## src/pkg/line_state_pkg.sv

```systemverilog
`default_nettype none
package line_state_pkg;
   // ***********************************************
   // register map
   // ***********************************************
   localparam logic [7:0] injection_symbol_second_addr = 8'h07;
   localparam logic [7:0] receive_line_state_addr = 8'h08;
   localparam logic [7:0] injection_symbol_second_rst = 8'h00;
   localparam int sym_w = 5;
   localparam int code_w = 3;
   localparam int unknown_pos = 3;
   // ***********************************************
   // line state codes
   // ***********************************************
   localparam logic [2:0] active_state = 3'h0;
   localparam logic [2:0] idle_state = 3'h1;
   localparam logic [2:0] no_signal_state = 3'h2;
   localparam logic [2:0] master_state = 3'h4;
   localparam logic [2:0] halt_state = 3'h5;
   localparam logic [2:0] quiet_state = 3'h6;
   localparam logic [2:0] noise_state = 3'h7;
   // ***********************************************
   // received pair patterns and counts
   // ***********************************************
   localparam logic [9:0] pair_start = 10'h311;
   localparam logic [9:0] pair_idle = 10'h3ff;
   localparam logic [9:0] pair_halt_quiet = 10'h080;
   localparam logic [9:0] pair_halt = 10'h084;
   localparam logic [9:0] pair_quiet = 10'h000;
   localparam logic [4:0] idle_min = 5'h02;
   localparam logic [4:0] line_min = 5'h08;
   localparam logic [4:0] noise_min = 5'h10;
   // injection modes
   localparam logic [1:0] inj_off = 2'h0;
   localparam logic [1:0] inj_one_shot = 2'h1;
   localparam logic [1:0] inj_periodic = 2'h2;
   localparam logic [1:0] inj_continuous = 2'h3;
endpackage
`default_nettype wire

```

## src/pkg/pair_if.sv

```systemverilog
`timescale 1ns/1ps
`default_nettype none
// carries received pair classification from the detector to the register bank
interface pair_if;
   logic valid; // one received pair this cycle
   logic [2:0] kind; // which line-state pattern the pair matches
   logic known; // pair matches a line-state pattern
   modport src (output valid, output kind, output known);
   modport dst (input valid, input kind, input known);
endinterface
`default_nettype wire

```

## src/verilog/line_state_and_injection_regs.sv

```systemverilog
`timescale 1ns/1ps
`default_nettype none
// Summary of operation
// - second injection symbol register at 07h
// - symbol lsb leaves last on medium
// - one-shot injects n bytes after start
// - periodic injects every n-th pair if it is a data pair
// - continuous replaces every data pair
// - upper three bits reset zero, inert
// - new line state replaces old code
// - reset forces unknown flag set
// - write to 08h discarded, reject flagged
// - start pair gives active code
// - two idle pairs give idle code
// - lost signal or clock gives code
// - loopback ignores signal detect
// - stop mode defaults no-signal, bit0 settable
// - eight halt-quiet pairs give master
// - eight halt pairs give halt
// - eight quiet pairs give quiet
// - sixteen noise events give noise
module line_state_and_injection_regs (
   // clock and reset
   input wire logic clock_i,
   input wire logic sys_rst_i,
   // control bus
   input wire logic bus_wr_i,
   input wire logic bus_rd_i,
   input wire logic [7:0] bus_addr_i,
   input wire logic [7:0] bus_wdata_i,
   output logic [7:0] bus_rdata_o,
   output logic write_reject_flag_o,
   // receiver side
   input wire logic pair_valid_i,
   input wire logic [9:0] pair_i,
   input wire logic noise_event_i,
   input wire logic signal_detect_in_i,
   input wire logic clock_detect_i,
   input wire logic loopback_i,
   input wire logic stop_mode_i,
   input wire logic stop_set_bit0_i,
   // transmitter side
   input wire logic [1:0] inj_mode_i,
   input wire logic [7:0] inj_threshold_i,
   input wire logic [4:0] injection_symbol_first_i,
   input wire logic tx_pair_slot_i,
   input wire logic tx_start_pair_i,
   input wire logic tx_data_pair_i,
   output logic inj_active_o,
   output logic [9:0] inj_pair_o
);
   import line_state_pkg::*;
   // ***********************************************
   // classification of the incoming pair
   // ***********************************************
   pair_if cls ();
   pair_classifier u_cls (
      .pair_valid_i(pair_valid_i),
      .pair_i(pair_i),
      .cls(cls)
   );
   // ***********************************************
   // state
   // ***********************************************
   logic [4:0] sym_reg, sym_next; // second symbol bits
   logic [2:0] code_reg, code_next; // current line-state code
   logic unk_reg, unk_next; // state unknown flag
   logic [2:0] run_kind_reg, run_kind_next; // pattern of the current run
   logic [4:0] run_reg, run_next; // run length, saturating
   logic [4:0] noise_reg, noise_next; // noise event count
   logic [7:0] rdata_reg, rdata_next;
   logic rej_reg, rej_next;
   logic [7:0] inj_cnt_reg, inj_cnt_next; // injection down counter
   logic armed_reg, armed_next; // one-shot armed after start pair
   logic inj_reg, inj_next;
   logic [9:0] ipair_reg, ipair_next;
   logic sig_ok; // signal considered present
   logic [4:0] run_inc;
   // loopback takes its signal internally, so detect is ignored
   assign sig_ok = (loopback_i | signal_detect_in_i) & clock_detect_i;
   assign run_inc = (run_reg == 5'h1f) ? run_reg : run_reg + 5'h01;
   // ***********************************************
   // bus and line state next values
   // ***********************************************
   always_comb begin
      sym_next = sym_reg;
      rej_next = 1'b0;
      rdata_next = rdata_reg;
      code_next = code_reg;
      unk_next = unk_reg;
      run_kind_next = run_kind_reg;
      run_next = run_reg;
      noise_next = noise_reg;
      // register writes; upper bits are simply not stored
      if (bus_wr_i && bus_addr_i == injection_symbol_second_addr) begin
         sym_next = bus_wdata_i[sym_w-1:0];
      end
      // the status register never takes a write
      if (bus_wr_i && bus_addr_i == receive_line_state_addr) begin
         rej_next = 1'b1;
      end
      // receiver tracking
      if (stop_mode_i) begin
         code_next = {no_signal_state[2:1], stop_set_bit0_i};
         unk_next = 1'b0;
         run_next = 5'h00;
         noise_next = 5'h00;
      end else if (!sig_ok) begin
         code_next = no_signal_state;
         unk_next = 1'b0;
         run_next = 5'h00;
         noise_next = 5'h00;
      end else begin
         if (noise_event_i) begin
            noise_next = (noise_reg == 5'h1f) ? noise_reg : noise_reg + 5'h01;
            // compare the saturated count so a wrapped sum never hides the threshold
            if (noise_next >= noise_min) begin
               code_next = noise_state;
               unk_next = 1'b0;
            end
         end
         if (cls.valid) begin
            if (!cls.known) begin
               // unrecognised pair: keep last code, mark unknown unless the code is active
               run_next = 5'h00;
               if (code_reg != active_state || unk_reg) begin
                  unk_next = 1'b1;
               end
            end else begin
               noise_next = 5'h00;
               run_kind_next = cls.kind;
               run_next = (run_kind_reg == cls.kind) ? run_inc : 5'h01;
               // new state replaces the old code in one step
               case (cls.kind)
                  active_state: begin
                     code_next = active_state;
                     unk_next = 1'b0;
                  end
                  idle_state: begin
                     if (run_next >= idle_min) begin
                        code_next = idle_state;
                        unk_next = 1'b0;
                     end else begin
                        unk_next = 1'b1;
                     end
                  end
                  master_state, halt_state, quiet_state: begin
                     if (run_next >= line_min) begin
                        code_next = cls.kind;
                        unk_next = 1'b0;
                     end else begin
                        unk_next = 1'b1;
                     end
                  end
                  default: unk_next = 1'b1;
               endcase
            end
         end
      end
      // read data registered for the flop-driven output
      if (bus_rd_i) begin
         case (bus_addr_i)
            injection_symbol_second_addr: rdata_next = {3'h0, sym_reg};
            receive_line_state_addr: rdata_next = {4'h0, unk_reg, code_reg};
            default: rdata_next = 8'h00;
         endcase
      end
   end
   // ***********************************************
   // injection next values
   // ***********************************************
   always_comb begin
      inj_cnt_next = inj_cnt_reg;
      armed_next = armed_reg;
      inj_next = 1'b0;
      // first symbol then second; each lsb goes out last
      ipair_next = {injection_symbol_first_i, sym_reg};
      case (inj_mode_i)
         inj_one_shot: begin
            if (tx_start_pair_i) begin
               armed_next = 1'b1;
               inj_cnt_next = inj_threshold_i;
               // zero threshold replaces the start pair itself
               if (inj_threshold_i == 8'h00) begin
                  inj_next = 1'b1;
                  armed_next = 1'b0;
               end
            end else if (armed_reg && tx_pair_slot_i) begin
               if (inj_cnt_reg <= 8'h01) begin
                  inj_next = 1'b1;
                  armed_next = 1'b0;
               end else begin
                  inj_cnt_next = inj_cnt_reg - 8'h01;
               end
            end
         end
         inj_periodic: begin
            armed_next = 1'b0;
            if (tx_pair_slot_i) begin
               if (inj_cnt_reg <= 8'h01) begin
                  inj_next = tx_data_pair_i;
                  inj_cnt_next = inj_threshold_i;
               end else begin
                  inj_cnt_next = inj_cnt_reg - 8'h01;
               end
            end
         end
         inj_continuous: begin
            armed_next = 1'b0;
            inj_next = tx_pair_slot_i & tx_data_pair_i;
         end
         default: begin
            armed_next = 1'b0;
            inj_cnt_next = inj_threshold_i;
         end
      endcase
   end
   // ***********************************************
   // registers
   // ***********************************************
   always_ff @(posedge clock_i or posedge sys_rst_i) begin
      if (sys_rst_i) begin
         sym_reg <= injection_symbol_second_rst[sym_w-1:0];
         code_reg <= no_signal_state;
         unk_reg <= 1'b1;
         run_kind_reg <= no_signal_state;
         run_reg <= 5'h00;
         noise_reg <= 5'h00;
         rdata_reg <= 8'h00;
         rej_reg <= 1'b0;
         inj_cnt_reg <= 8'h00;
         armed_reg <= 1'b0;
         inj_reg <= 1'b0;
         ipair_reg <= 10'h000;
      end else begin
         sym_reg <= sym_next;
         code_reg <= code_next;
         unk_reg <= unk_next;
         run_kind_reg <= run_kind_next;
         run_reg <= run_next;
         noise_reg <= noise_next;
         rdata_reg <= rdata_next;
         rej_reg <= rej_next;
         inj_cnt_reg <= inj_cnt_next;
         armed_reg <= armed_next;
         inj_reg <= inj_next;
         ipair_reg <= ipair_next;
      end
   end
   assign bus_rdata_o = rdata_reg;
   assign write_reject_flag_o = rej_reg;
   assign inj_active_o = inj_reg;
   assign inj_pair_o = ipair_reg;
endmodule
`default_nettype wire

```

## src/verilog/pair_classifier.sv

```systemverilog
`timescale 1ns/1ps
`default_nettype none
// ***********************************************
// pair classifier
// ***********************************************
module pair_classifier (
   // received pair
   input wire logic pair_valid_i,
   input wire logic [9:0] pair_i,
   // classification
   pair_if.src cls
);
   import line_state_pkg::*;
   // pure decode, registered later in the bank
   always_comb begin
      cls.valid = pair_valid_i;
      cls.known = 1'b1;
      case (pair_i)
         pair_start: cls.kind = active_state;
         pair_idle: cls.kind = idle_state;
         pair_halt_quiet: cls.kind = master_state;
         pair_halt: cls.kind = halt_state;
         pair_quiet: cls.kind = quiet_state;
         default: begin
            cls.kind = no_signal_state;
            cls.known = 1'b0;
         end
      endcase
   end
endmodule
`default_nettype wire
```

## config.mk

```make
export PLATFORM = sky130hd
export DESIGN_NAME = line_state_and_injection_regs
export DESIGN_NICKNAME = d
export VERILOG_FILES = /design/src/pkg/line_state_pkg.sv /design/src/pkg/pair_if.sv /design/src/verilog/line_state_and_injection_regs.sv /design/src/verilog/pair_classifier.sv
export SDC_FILE = /design/constraint.sdc
export NUM_CORES = 1
export LEC_CHECK = 0
export BUFFER_PORTS_ARGS = -buffer_cell sky130_fd_sc_hd__buf_4
export CORE_MARGIN = 2
export CORE_UTILIZATION = 32
export DETAILED_ROUTE_END_ITERATION = 6
export SLEW_MARGIN = 25
export SYNTH_ARGS = -nofsm -noshare
export SYNTH_HDL_FRONTEND = slang
export SYNTH_HIERARCHICAL = 1
export SYNTH_SLANG_ARGS = --single-unit
export TNS_END_PERCENT = 100
```

## constraint.sdc

```tcl
create_clock -name clock_i -period 5.9 [get_ports clock_i]
set_input_delay 0.59 -clock clock_i [delete_from_list [all_inputs] [get_ports clock_i]]
set_output_delay 0.59 -clock clock_i [all_outputs]
set_load 0.02 [all_outputs]
```

* Yosys cells after proc, flatten, opt, wreduce, memory -nomap -nowiden
Index checks and enable logic that the tools add are counted.
** Operators by class
- Bitwise gates (word level) :: 5
- Multiplexer cells :: 53
- $lt $le $gt $ge :: 4
- Reductions and logical operators :: 13
- Equality and inequality tests :: 21
- Add/sub/neg operators :: 3
** Operator list (number)
- 5-bit two-way mux :: 12
- 8-bit two-way mux :: 5
- 3-bit two-way mux :: 8
- 8-bit one-hot mux with 3 select lines :: 1
- 1-bit two-way mux :: 22
- 10-bit == test, second input constant :: 2
- 10-bit by 8-bit == test with 1-bit output, second input constant :: 2
- 3-bit one-hot mux with 5 select lines :: 1
- 3-bit != test, second input constant :: 4
- 5-bit by 1-bit adder with 5-bit output, second input constant :: 2
- 5-bit == test, second input constant :: 2
- 10-bit logical NOT :: 1
- 5-bit one-hot mux with 2 select lines :: 1
- 3-bit == test, second input constant :: 3
- 3-bit one-hot mux with 3 select lines :: 1
- 8-bit by 3-bit == test with 1-bit output, second input constant :: 1
- 8-bit by 4-bit == test with 1-bit output, second input constant :: 1
- 8-bit by 1-bit less-or-equal comparator with 1-bit output, second input constant :: 1
- 8-bit logical NOT :: 1
- 4-bit AND reduction :: 2
- 8-bit by 1-bit subtractor with 8-bit output, second input constant :: 1
- 1-bit one-hot mux with 3 select lines :: 2
- 5-bit by 2-bit greater-or-equal comparator with 1-bit output, second input constant :: 1
- 5-bit by 4-bit greater-or-equal comparator with 1-bit output, second input constant :: 1
- 16 further kinds :: 21
** Storage, ports and cells
- Bits in registers :: 51
- Output and inout bits :: 20

* Longest topological paths before layout
Gate-level depths: netlist of run 1.
- Depth after elaboration :: 11
- Mapped depth :: 9

* Hierarchy
Netlist of run 1, hierarchy kept.
** Modules (own cells, without submodules)
- line_state_and_injection_regs :: cells an instance 253, area an instance 2580.0 sq um, sequential area each 1204.9 sq um, times used 1
- pair_classifier :: cells an instance 18, area an instance 120.1 sq um, sequential area each 0.0 sq um, times used 1

* Least setup slack after synthesis of run 1
OpenSTA, ideal clock, no wires.
- Path type :: input-to-reg
- From :: input pair_i[6]
- To :: register code_reg[0]
- Slack :: 3.138 ns
- Library setup time :: 0.125 ns
- Data arrival time :: 2.637 ns
- Stages on the path :: 9
- Path through :: nor4_2 > and2b_2 > a211oi_1 > xnor2_1 > nand3_1 > or2_4 > a2111oi_4 > a2111o_1 > nand3_1
** On the way
- Word-level cells in the longest chain between the ends :: 11
** RTL lines
- start: declaration :: line line_state_and_injection_regs.sv:35 : input wire logic [9:0] pair_i,
- 10-bit by 8-bit == test with 1-bit output (tied with other cells) :: line pair_classifier.sv:18 : case (pair_i)
- 3-bit one-hot mux with 5 select lines * :: line pair_classifier.sv:18
- named net cls.kind[1] :: line pair_if.sv:6 : logic [2:0] kind;
- 3-bit == test :: line line_state_and_injection_regs.sv:132 : run_next = (run_kind_reg == cls.kind) ? run_inc : 5'h01;
- 5-bit two-way mux :: line line_state_and_injection_regs.sv:132
- 5-bit by 4-bit greater-or-equal comparator with 1-bit output or 5-bit by 2-bit greater-or-equal comparator with 1-bit output (tied branches) :: line line_state_and_injection_regs.sv:148, line_state_and_injection_regs.sv:140
- 3-bit two-way mux, on equally long branches :: line line_state_and_injection_regs.sv:148, line_state_and_injection_regs.sv:140
- 3-bit one-hot mux with 3 select lines * :: line line_state_and_injection_regs.sv:134 : case (cls.kind)
- 3-bit two-way mux * :: line line_state_and_injection_regs.sv:123 : if (!cls.known) begin
- 3-bit two-way mux * :: line line_state_and_injection_regs.sv:122 : if (cls.valid) begin
- 3-bit two-way mux * :: line line_state_and_injection_regs.sv:108 : end else if (!sig_ok) begin
- 3-bit two-way mux * :: line line_state_and_injection_regs.sv:103 : if (stop_mode_i) begin
- named net code_next[0] :: line line_state_and_injection_regs.sv:66 : logic [2:0] code_reg, code_next;
- end signal: assignment :: line line_state_and_injection_regs.sv:224 : code_reg <= no_signal_state;
- end signal: assignment :: line line_state_and_injection_regs.sv:237 : code_reg <= code_next;
- end: declaration :: line line_state_and_injection_regs.sv:66
Mark *: on every way through the listed nets, which the timed path passes. The rest lies on a longest branch.
A chain may end at the register's enable or synchronous reset.

* Worst setup path after layout of run 1
- From :: input pair_i[0]
- To :: register code_reg[0]
The elaborated chain is that of the path after synthesis.

==> results of run 1 <==
[per-stage QoR]
step	hold WS (ns)	utilization (%)	instances	setup slack (ns)	power [mW]
finish	0.355	41.8	448	2.99	0.766
global route	0.370	41.8	448	2.76	0.812
CTS	0.370	41.8	448	2.97	0.779
detailed placement	0.394	40.3	440	2.66	0.529
global placement	0.387	40.3	440	2.72	0.527
floorplan	0.370	-	273	3.14	0.468
[cell usage after synthesis, drive strengths merged (2+ instances only)]
master  instances
dfstp           3
o21ai          18
and2            4
inv            15
nand4b          2
nand4           4
and3            4
o211a           2
nor4            7
mux2           10
a21boi          5
buf             4
dfrtp          45
o31ai           3
nand2b          2
a311oi          2
a22oi           7
nor3            6
a21oi          21
or4             3
nand2          22
ha              8
o211ai          7
clkbuf          2
nor2           25
a211o           2
nor2b           3
or2             3
xnor2           4
nand3           7
[layout make-up]
cell class	count	area, um2
Clock buffer	5	68.8
Clock inverter	3	47.5
Fill cell	805	4780
Inverter	15	58.8
Multi-Input combinational cell	204	1410
Sequential cell	48	1200
Tap cell	105	131
Timing Repair Buffer	68	510
[power breakdown]
part / internal, mW / total (mW) / switching [mW]
clock: 0.128 / 0.243 / 0.115
sequential: 0.350 / 0.372 / 0.0227
combinational: 0.0703 / 0.151 / 0.0803
total: 0.548 / 0.766 / 0.218
[final timing paths]
check	startpoint	endpoint	slack (ns)	cells after the start
max	pair_i[0]	code_reg[0]$_DFF_PP0_	2.99	10
min	sys_rst_i	inj_cnt_reg[0]$_DFFE_PP0P_	0.35	2
max reg2reg	inj_cnt_reg[0]$_DFFE_PP0P_	inj_cnt_reg[2]$_DFFE_PP0P_	3.80	6
min reg2reg	sym_reg[0]$_DFFE_PP0P_	inj_pair_o[0]$_DFF_PP0_	0.41	0
max in group asynchronous	sys_rst_i	noise_reg[2]$_DFF_PP0_	5.11	2
min in group clock_i	injection_symbol_first_i[4]	inj_pair_o[9]$_DFF_PP0_	0.39	1
[per-layer routing]
layer / routed length, um / vias to the layer above / track usage, %
li1: - / 1139 / -
met1: 2780 / 1095 / 18.0
met2: 3120 / 77 / 25.7
met3: 338 / 9 / 2.43
met4: 89 / 0 / 4.64
met5: 0 / - / 0
[worst max-delay path, delay by kind of cell]
kind                   cells  cell delay [ns]
AND/OR/NAND/NOR            5             1.09
XOR/XNOR                   1             0.20
buffers and inverters      1             0.12
AO/OA/AOI/OAI              3             1.08
[cell usage in the layout (no fill, tap or decap), types with 5 or more instances in the layout]
cell | netlist | routed
a21oi_1 | 19 | 19
a22oi_1 | 7 | 7
buf_4 | 4 | 68
clkbuf_8 | 0 | 5
dfrtp_1 | 45 | 45
ha_1 | 8 | 8
inv_1 | 15 | 14
mux2_1 | 5 | 5
nand2_1 | 22 | 22
nand3_1 | 7 | 7
nor2_1 | 24 | 24
nor3_1 | 6 | 6
o21ai_0 | 10 | 10
o21ai_1 | 7 | 7
[cells by family after synthesis]
kind of cell / Yosys count / synth area share [%]
other: 1 / 0.139
buffers and inverters: 21 / 3.48
and+or+nand+nor: 95 / 19.3
AOI/OAI and AO/OA: 83 / 22.8
muxes: 11 / 4.68
adders and majority gates: 8 / 3.71
xor gates and xnor gates: 4 / 1.30
DFF: 48 / 44.6
==> insert_results.sql, run 1 <==
INSERT INTO impl_metrics (metric_group, metric, value, unit) VALUES
('floorplan', 'die_width', '95.9', 'um'),
('synth', 'netlist_instances', '271', ''),
('finish', 'insertedDiodeCount', '0', ''),
('run', 'cap_viol_max_count', '0', ''),
('setup_path', 'critical_path_arrival', '3.09', 'ns'),
('floorplan', 'design.portCount', '75', ''),
('sta', 'final.setup_skew', '0.00819', 'ns'),
('power', 'power.density', '223', 'mW/mm2'),
('synth', 'yosys_register_bits', '48', ''),
('synth', 'synth.largest_area_cell', 'dfrtp_1', ''),
('clock_tree', 'cts_tree', 'done', ''),
('power', 'vdd_ir_drop_max', '96.3', 'uV'),
('setup_path', 'data_required_time_at_the_worst_endpoint', '6.09', 'ns'),
('routing', 'detail_route.vias_per_cell', '5.18', ''),
('floorplan', 'total_number_of_placement_rows', '33', ''),
('routing', 'finalWirelength', '6.33', 'mm'),
('floorplan', 'floorplan.die_area', '0.00919', 'mm2'),
('setup_path', 'timing.critical_path.mode_cell', 'nand3_1', ''),
('grt', 'maximum_number_of_pins_on_one_net_before_global_route_repair', '49', ''),
('clock_tree', 'cts_root_buffer', 'clkbuf_8', ''),
('clock_tree', 'hold_buffers', '0', ''),
('clock_tree', 'cts_post_setup_buffers_inserted', '0', ''),
('finish', 'design.final.nets', '405', ''),
('grt', 'grt_pass1_vias', '2289', ''),
('sta', 'timing.final.hold_violations', '0', ''),
('setup_path', 'critical_path_cell_list', 'buf_4 -> nor4_2 -> nand2_1 -> a21oi_1 -> xnor2_1 -> nand3_1 -> or2_4 -> a2111oi_4 -> a2111o_1 -> nand3_1', ''),
('synth', 'synthArstFlopShare', '100', '%'),
('clock_tree', 'cts_sinks', '48', ''),
('synth', 'synth.yosys.seq_area_share', '44.6', '%'),
('clock_tree', 'numCtsBuffers', '5', ''),
('sta', 'max_slew.worst_pin.slew', '0.715', 'ns'),
('setup_path', 'cp-start-kind', 'input port', ''),
('finish', 'synthToLayoutAreaGrowth', '27.2', '%'),
('clock_tree', 'worstSkewPairLatency', '0.30', 'ns'),
('floorplan', 'core_region_area', '0.00822', 'mm2'),
('finish', 'final_design_area_no_fill', '0.00344', 'mm2'),
('setup_path', 'critical_path_peak_fanout', '6', ''),
('setup_path', 'crit_path_end_kind', 'flip-flop', ''),
('placement', 'gp_congestion', '0.821', ''),
('synth', 'synth_flop_cell', 'dfrtp_1', ''),
('grt', 'grt_first_pass_wirelength', '10.5', 'mm'),
('sta', 'setup_tns', '0', 'ns'),
('sta', 'grt_setup_unrepaired', 'false', ''),
('routing', 'drt-pass1-iter-count', '4', ''),
('finish', 'post_route_cells_drive_above_1_share', '31.2', '%'),
('routing', 'detailroute.via_count', '2320', ''),
('power', 'p_leak', '1.54', 'nW'),
('setup_path', 'timing.critical_path.slowest_cell_delay', '0.58', 'ns'),
('routing', 'wire_per_inst', '14.1', 'um'),
('synth', 'yosysWarningCount', '6', ''),
('routing', 'antenna_violating_nets_post_route', '0', ''),
('synth', 'syn_area', '0.00270', 'mm2'),
('synth', 'synth_area_leaders', 'dfrtp_1 (42%), ha_1 (3.7%), a21oi_1 (3.5%), nor2_1 (3.3%), nand2_1 (3.1%)', ''),
('clock_tree', 'clock_tree.buffer_depth', '2', ''),
('grt', 'global_route.overflow_total', '0', ''),
('synth', 'synth-edff-count', '0', ''),
('clock_tree', 'cts_resized', '0', ''),
('routing', 'detailedRoute.firstIterationViolations', '75', ''),
('synth', 'synth.lib_cells_used.distinct', '67', ''),
('synth', 'synth.avg_cell_area', '9.96', 'um2'),
('grt', 'gr_util_all_layers', '14.5', '%'),
('floorplan', 'initial_utilization', '32.9', '%'),
('setup_path', 'cell_with_the_largest_stage_delay_on_the_worst_path', 'a21oi_1', ''),
('sta', 'timing.final.setup_violations', '0', ''),
('status', 'status', 'finished, final reports clean', ''),
('sta', 'post-route-period-util', '49.3', '%'),
('placement', 'io_buffer_count', '68', ''),
('grt', 'grt_antenna_before_repair', '0', ''),
('floorplan', 'die_h', '95.9', 'um'),
('finish', 'largest_register_ff_count', '10', ''),
('min_path', 'worst_hold_path_type', 'in -> async', ''),
('setup_path', 'timing_worst_setup_path_type', 'in -> reg', ''),
('routing', 'drc', '0', ''),
('placement', 'placed_cell_area', '0.00331', 'mm2'),
('placement', 'dp_hpwl', '4.78', 'mm'),
('sta', 'worst_slew_margin_rel', '52.3', '%'),
('sta', 'timing.fmax', '344', 'MHz'),
('clock_tree', 'maximum_level_of_the_cts_h_tree', '2', ''),
('synth', 'post-synth-top-area-fraction', '41.7', '%'),
('sta', 'period_needed', '2.91', 'ns'),
('clock_tree', 'clkSlewWorstSetupHoldPaths', '0.09', 'ns'),
('sta', 'max_transition_viols_final', '0', '');
Note: power is estimated with default switching activity, not from simulation.
==> run 2, diff against run 1 <==
==> constraint.sdc (replaced) <==
create_clock -name clock_i -period 2.92 [get_ports clock_i]
set_input_delay 0.292 -clock clock_i [delete_from_list [all_inputs] [get_ports clock_i]]
set_output_delay 0.292 -clock clock_i [all_outputs]
set_load 0.02 [all_outputs]
==> insert_results.sql, run 2 (synthesis gave the netlist of run 1 again) <==
INSERT INTO impl_metrics (metric_group, metric, value, unit) VALUES
('setup_path', 'worst_setup_path_start', 'pair_i[6]', ''),
('min_path', 'worst_hold_path_type', 'in -> async', ''),
('placement', 'dp_hpwl', '4.74', 'mm'),
('clock_tree', 'clkSlewWorstSetupHoldPaths', '0.10', 'ns'),
('power', 'net-switching-power', '0.447', 'mW'),
('clock_tree', 'cts_post_setup_buffers_inserted', '0', ''),
('finish', 'final_design_area_no_fill', '0.00346', 'mm2'),
('power', 'power.density', '449', 'mW/mm2'),
('clock_tree', 'numCtsBuffers', '5', ''),
('clock_tree', 'worstSkewPairLatency', '0.30', 'ns'),
('power', 'power.switching_fraction', '28.8', '%'),
('placement', 'io_buffer_count', '68', ''),
('clock_tree', 'clock_tree.buffer_depth', '2', ''),
('floorplan', 'floorplan.die_area', '0.00919', 'mm2'),
('placement', 'placed_cell_area', '0.00334', 'mm2'),
('power', 'vdd_ir_drop_max', '217', 'uV'),
('sta', 'final.setup_skew', '0.00950', 'ns'),
('power', 'power.share.clock', '32.0', '%'),
('setup_path', 'timing_worst_setup_path_type', 'in -> reg', ''),
('floorplan', 'core_region_area', '0.00822', 'mm2'),
('clock_tree', 'cts_tree', 'done', ''),
('floorplan', 'initial_utilization', '32.9', '%'),
('floorplan', 'die_width', '95.9', 'um'),
('grt', 'global_route.overflow_total', '0', ''),
('routing', 'detailedRoute.firstIterationViolations', '108', ''),
('setup_path', 'critical_path.reg2reg.startpoint', 'inj_cnt_reg[0]$_DFFE_PP0P_', ''),
('finish', 'design.final.nets', '408', ''),
('setup_path', 'data_required_time_at_the_worst_endpoint', '3.11', 'ns'),
('clock_tree', 'hold_buffers', '0', ''),
('setup_path', 'critical_path_peak_fanout', '7', ''),
('finish', 'mostFrequentLayoutCells', 'buf_4 (71), dfrtp_1 (45), nor2_1 (24)', ''),
('routing', 'antenna_violating_nets_post_route', '0', ''),
('routing', 'detail_route.vias_per_cell', '5.13', ''),
('finish', 'final_common_cell', 'buf_4', ''),
('routing', 'drc', '0', ''),
('setup_path', 'critical_path_arrival', '2.53', 'ns'),
('placement', 'gp_congestion', '0.816', ''),
('sta', 'max_slew.worst_pin.slew', '0.630', 'ns'),
('clock_tree', 'maximum_level_of_the_cts_h_tree', '2', ''),
('sta', 'timing.final.setup_violations', '0', ''),
('clock_tree', 'cts_sinks', '48', ''),
('finish', 'insertedDiodeCount', '0', ''),
('floorplan', 'die_h', '95.9', 'um'),
('grt', 'grt_first_pass_wirelength', '10.3', 'mm'),
('sta', 'timing.hold.ws', '0.0609', 'ns'),
('sta', 'post-route-period-util', '80.1', '%'),
('routing', 'wire_per_inst', '13.8', 'um'),
('clock_tree', 'cts_root_buffer', 'clkbuf_8', ''),
('grt', 'grt_pass1_vias', '2170', ''),
('grt', 'grt_antenna_before_repair', '0', ''),
('sta', 'worst_slew_margin_rel', '58.0', '%'),
('finish', 'largest_register_ff_count', '10', ''),
('sta', 'postLayoutSetupSlackWorst', '0.581', 'ns'),
('finish', 'post_route_cells_drive_above_1_share', '31.8', '%'),
('placement', 'pre_cts_ws', '-0.0235', 'ns'),
('power', 'pwr-share-comb', '19.6', '%'),
('setup_path', 'cp-start-kind', 'input port', ''),
('status', 'status', 'finished, final reports clean', ''),
('sta', 'setup_tns', '0', 'ns'),
('routing', 'detailroute.via_count', '2312', ''),
('floorplan', 'design.portCount', '75', ''),
('grt', 'maximum_number_of_pins_on_one_net_before_global_route_repair', '49', ''),
('floorplan', 'total_number_of_placement_rows', '33', ''),
('sta', 'period_needed', '2.34', 'ns'),
('sta', 'timing.fmax', '427', 'MHz'),
('setup_path', 'crit_path_end_kind', 'flip-flop', ''),
('grt', 'gr_util_all_layers', '14.3', '%'),
('sta', 'max_transition_viols_final', '0', ''),
('clock_tree', 'cts_resized', '0', ''),
('power', 'sequential_power_share', '48.4', '%'),
('power', 'p_leak', '1.56', 'nW'),
('routing', 'finalWirelength', '6.21', 'mm'),
('sta', 'timing.final.hold_violations', '0', ''),
('sta', 'grt_setup_unrepaired', 'false', ''),
('power', 'p_int', '1.11', 'mW'),
('power', 'report.power.total', '1.55', 'mW'),
('run', 'cap_viol_max_count', '0', ''),
('finish', 'synthToLayoutAreaGrowth', '28.0', '%'),
('routing', 'drt-pass1-iter-count', '4', '');
-- run 2: changes by cell type in the layout (fill, tap and decap cells not counted) --
cell,delta
buf_4,+3
clkinv_4,-2
clkinvlp_4,+1
inv_6,+1
-- run 2: stage by stage --
step | utilization [%] | instances
4_1_cts | 42.0 | 451
5_1_grt | 42.1 | 451
2_1_floorplan | - | 273
3_3_place_gp | 40.6 | 443
3_5_place_dp | 40.6 | 443
6_report | 42.1 | 451
-- run 2: critical path, stage by stage --
cell,delay [ns]
buf_4,0.09
nor4_2,0.05
and2b_2,0.20
a211oi_2,0.57
xnor2_1,0.19
nand3_1,0.21
or2_4,0.32
a2111oi_4,0.38
a2111o_1,0.15
nand3_1,0.07
-- run 2: path summary, 6_finish.rpt --
path	to	slack [ns]	depth (start not counted)
max	code_reg[0]$_DFF_PP0_	0.58	10
min	inj_active_o$_DFF_PP0_	0.06	2
max reg2reg	inj_cnt_reg[2]$_DFFE_PP0P_	0.85	6
min reg2reg	inj_pair_o[3]$_DFF_PP0_	0.41	0
max in group asynchronous	run_reg[3]$_DFFE_PP0P_	2.45	2
min in group clock_i	inj_pair_o[8]$_DFF_PP0_	0.09	1
-- run 2: power groups by stage --
stage	Sequential [mW]	Clock [mW]	Combinational (mW)
floorplan	0.767	0	0.179
global route	0.758	0.543	0.343
global placement	0.763	0	0.302
CTS	0.751	0.521	0.307
detailed placement	0.763	0	0.307
finish	0.752	0.498	0.304
-- run 2: layout make-up --
| cell class | instances | area (um2) |
|---|---|---|
| fill | 815 | 4760 |
| clock inverter | 3 | 46.3 |
| multi-input combinational | 204 | 1410 |
| sequential | 48 | 1200 |
| clock buffer | 5 | 68.8 |
| tap | 105 | 131 |
| inverter | 15 | 58.8 |
| timing repair buffer | 71 | 533 |
-- run 2: per-layer routing --
| layer | track usage, % | routed length (um) | vias up |
|---|---|---|---|
| met1 | 19.0 | 2800 | 1101 |
| met4 | 5.36 | 81 | 0 |
| met2 | 23.2 | 2980 | 66 |
| met3 | 2.82 | 355 | 4 |
| met5 | 0 | 0 | - |
| li1 | - | - | 1141 |
==> run 3, diff against run 2 <==
==> constraint.sdc (replaced) <==
create_clock -name clock_i -period 2.4 [get_ports clock_i]
set_input_delay 0.24 -clock clock_i [delete_from_list [all_inputs] [get_ports clock_i]]
set_output_delay 0.24 -clock clock_i [all_outputs]
set_load 0.02 [all_outputs]
==> insert_results.sql, run 3 (synthesis gave the netlist of run 1 again) <==
INSERT INTO impl_metrics (metric_group, metric, value, unit) VALUES
('sta', 'final.setup_skew', '0.00519', 'ns'),
('finish', 'regArea', '0.00120', 'mm2'),
('routing', 'detailedRoute.firstIterationViolations', '77', ''),
('grt', 'maximum_number_of_pins_on_one_net_before_global_route_repair', '49', ''),
('finish', 'design.final.nets', '413', ''),
('grt', 'grt_first_pass_wirelength', '9.94', 'mm'),
('grt', 'global_route.overflow_total', '0', ''),
('finish', 'post_route_cells_drive_above_1_share', '32.5', '%'),
('sta', 'grt_setup_unrepaired', 'false', ''),
('setup_path', 'worst_setup_path_start', 'inj_cnt_reg[0]$_DFFE_PP0P_', ''),
('setup_path', 'critical_path_arrival', '2.29', 'ns'),
('clock_tree', 'cts_sinks', '48', ''),
('power', 'p_int', '1.35', 'mW'),
('finish', 'synthToLayoutAreaGrowth', '29.9', '%'),
('clock_tree', 'worstSkewPairLatency', '0.30', 'ns'),
('finish', 'mostFrequentLayoutCells', 'buf_4 (74), dfrtp_1 (45), nor2_1 (24)', ''),
('clock_tree', 'maximum_level_of_the_cts_h_tree', '2', ''),
('finish', 'multi_input_area', '0.00141', 'mm2'),
('grt', 'grt_antenna_before_repair', '0', ''),
('routing', 'detail_route.vias_per_cell', '5.04', ''),
('sta', 'timing.final.hold_violations', '0', ''),
('finish', 'finish.cell_count_without_fillers', '456', ''),
('power', 'p_leak', '1.59', 'nW'),
('power', 'net-switching-power', '0.538', 'mW'),
('clock_tree', 'hold_buffers', '1', ''),
('min_path', 'worst_hold_path_type', 'in -> reg', ''),
('grt', 'grt_pass1_vias', '2184', ''),
('finish', 'final_common_cell', 'buf_4', ''),
('floorplan', 'die_width', '95.9', 'um'),
('clock_tree', 'numCtsBuffers', '5', ''),
('setup_path', 'timing_worst_setup_path_type', 'reg -> reg', ''),
('sta', 'setup_tns', '0', 'ns'),
('finish', 'final_core_utilization', '42.7', '%'),
('setup_path', 'data_required_time_at_the_worst_endpoint', '2.59', 'ns'),
('floorplan', 'design.portCount', '75', ''),
('clock_tree', 'cts_post_setup_buffers_inserted', '0', ''),
('floorplan', 'initial_utilization', '32.9', '%'),
('clock_tree', 'clock_tree.buffer_depth', '2', ''),
('routing', 'drc', '0', ''),
('status', 'status', 'finished, final reports clean', ''),
('sta', 'timing.fmax', '475', 'MHz'),
('floorplan', 'core_region_area', '0.00822', 'mm2'),
('power', 'vdd_ir_drop_max', '279', 'uV'),
('power', 'power.density', '539', 'mW/mm2'),
('clock_tree', 'cts_tree', 'done', ''),
('placement', 'gp_congestion', '0.808', ''),
('routing', 'drt-pass1-iter-count', '4', ''),
('floorplan', 'total_number_of_placement_rows', '33', ''),
('sta', 'period_needed', '2.10', 'ns'),
('floorplan', 'die_h', '95.9', 'um'),
('placement', 'dp_hpwl', '4.67', 'mm'),
('clock_tree', 'cts_resized', '0', ''),
('finish', 'fillerInstances', '810', ''),
('setup_path', 'critical_path_peak_fanout', '9', ''),
('min_path', 'min_from', 'injection_symbol_first_i[0]', ''),
('power', 'power.share.clock', '31.7', '%'),
('routing', 'wire_per_inst', '13.3', 'um'),
('finish', 'largest_register_ff_count', '10', ''),
('clock_tree', 'clkSlewWorstSetupHoldPaths', '0.09', 'ns'),
('setup_path', 'critical_path.reg2reg.startpoint', 'inj_cnt_reg[0]$_DFFE_PP0P_', ''),
('sta', 'max_transition_viols_final', '0', ''),
('clock_tree', 'cts_root_buffer', 'clkbuf_8', ''),
('placement', 'post-place-cells', '447', ''),
('sta', 'timing.final.setup_violations', '0', ''),
('sta', 'worst_slew_margin_rel', '62.3', '%'),
('setup_path', 'crit_path_end_kind', 'flip-flop', ''),
('routing', 'antenna_violating_nets_post_route', '0', ''),
('floorplan', 'floorplan.die_area', '0.00919', 'mm2'),
('power', 'sequential_power_share', '48.4', '%'),
('sta', 'max_slew.worst_pin.slew', '0.564', 'ns'),
('run', 'cap_viol_max_count', '0', ''),
('setup_path', 'cp-start-kind', 'flip-flop', ''),
('sta', 'post-route-period-util', '87.6', '%'),
('power', 'pwr-share-comb', '19.9', '%'),
('routing', 'finalWirelength', '6.07', 'mm'),
('grt', 'gr_util_all_layers', '13.5', '%'),
('placement', 'io_buffer_count', '68', ''),
('routing', 'detailroute.via_count', '2299', ''),
('power', 'power.switching_fraction', '28.5', '%'),
('finish', 'insertedDiodeCount', '0', '');
## run 3: final timing paths
| kind | endpoint | slack (ns) | depth (start not counted) |
|---|---|---|---|
| setup / recovery | inj_cnt_reg[2]$_DFFE_PP0P_ | 0.30 | 6 |
| hold / removal | inj_pair_o[5]$_DFF_PP0_ | 0.04 | 1 |
| setup reg to reg | inj_cnt_reg[2]$_DFFE_PP0P_ | 0.30 | 6 |
| hold reg to reg | inj_pair_o[4]$_DFF_PP0_ | 0.40 | 0 |
| max in group asynchronous | run_kind_reg[1]$_DFFE_PP1P_ | 1.59 | 4 |
| min in group asynchronous | inj_pair_o[5]$_DFF_PP0_ | 0.52 | 4 |
## run 3: final cells by class
| type | count | area share [%] |
|---|---|---|
| multi-input combinational | 204 | 40.3 |
| sequential | 48 | 34.3 |
| timing repair buffer | 76 | 16.7 |
| tap | 105 | 3.74 |
| clock buffer | 5 | 1.96 |
| inverter | 15 | 1.60 |
| clock inverter | 3 | 1.36 |
## run 3: per-stage QoR
step                      power [mW]  hold WS [ns]  instance area [um2]  setup slack [ns]
after floorplan                 1.15         0.271                 2710            0.0663
after global placement          1.30         0.313                 3380            0.0326
after detailed placement        1.31         0.312                 3380            0.0415
after CTS                       1.92        0.0260                 3510             0.296
after global routing            2.00        0.0187                 3510             0.110
final                           1.89        0.0421                 3510             0.296
## run 3: critical path, cell delays in order, from the launching register on
cell and delay (ns):
dfrtp_1 0.45, inv_1 0.11, ha_1 0.32, o211a_1 0.29, a21boi_2 0.36, o21ai_0 0.15, a221o_1 0.31
## run 3: power by group through the flow
stage                     combinational (mW)  clock [mW]  sequential (mW)
after floorplan                        0.218           0            0.934
after global placement                 0.372           0            0.930
after detailed placement               0.379           0            0.930
after CTS                              0.380       0.623            0.915
after global routing                   0.424       0.654            0.923
final                                  0.376       0.599            0.914
## run 3: layer usage
metal  vias up  routed length [um]  track usage, %
met5         -                   0               0
met4         0                  63            4.52
met3         4                 366            2.35
met2        67                2760            21.6
met1      1086                2880            18.5
li1       1142                   -               -
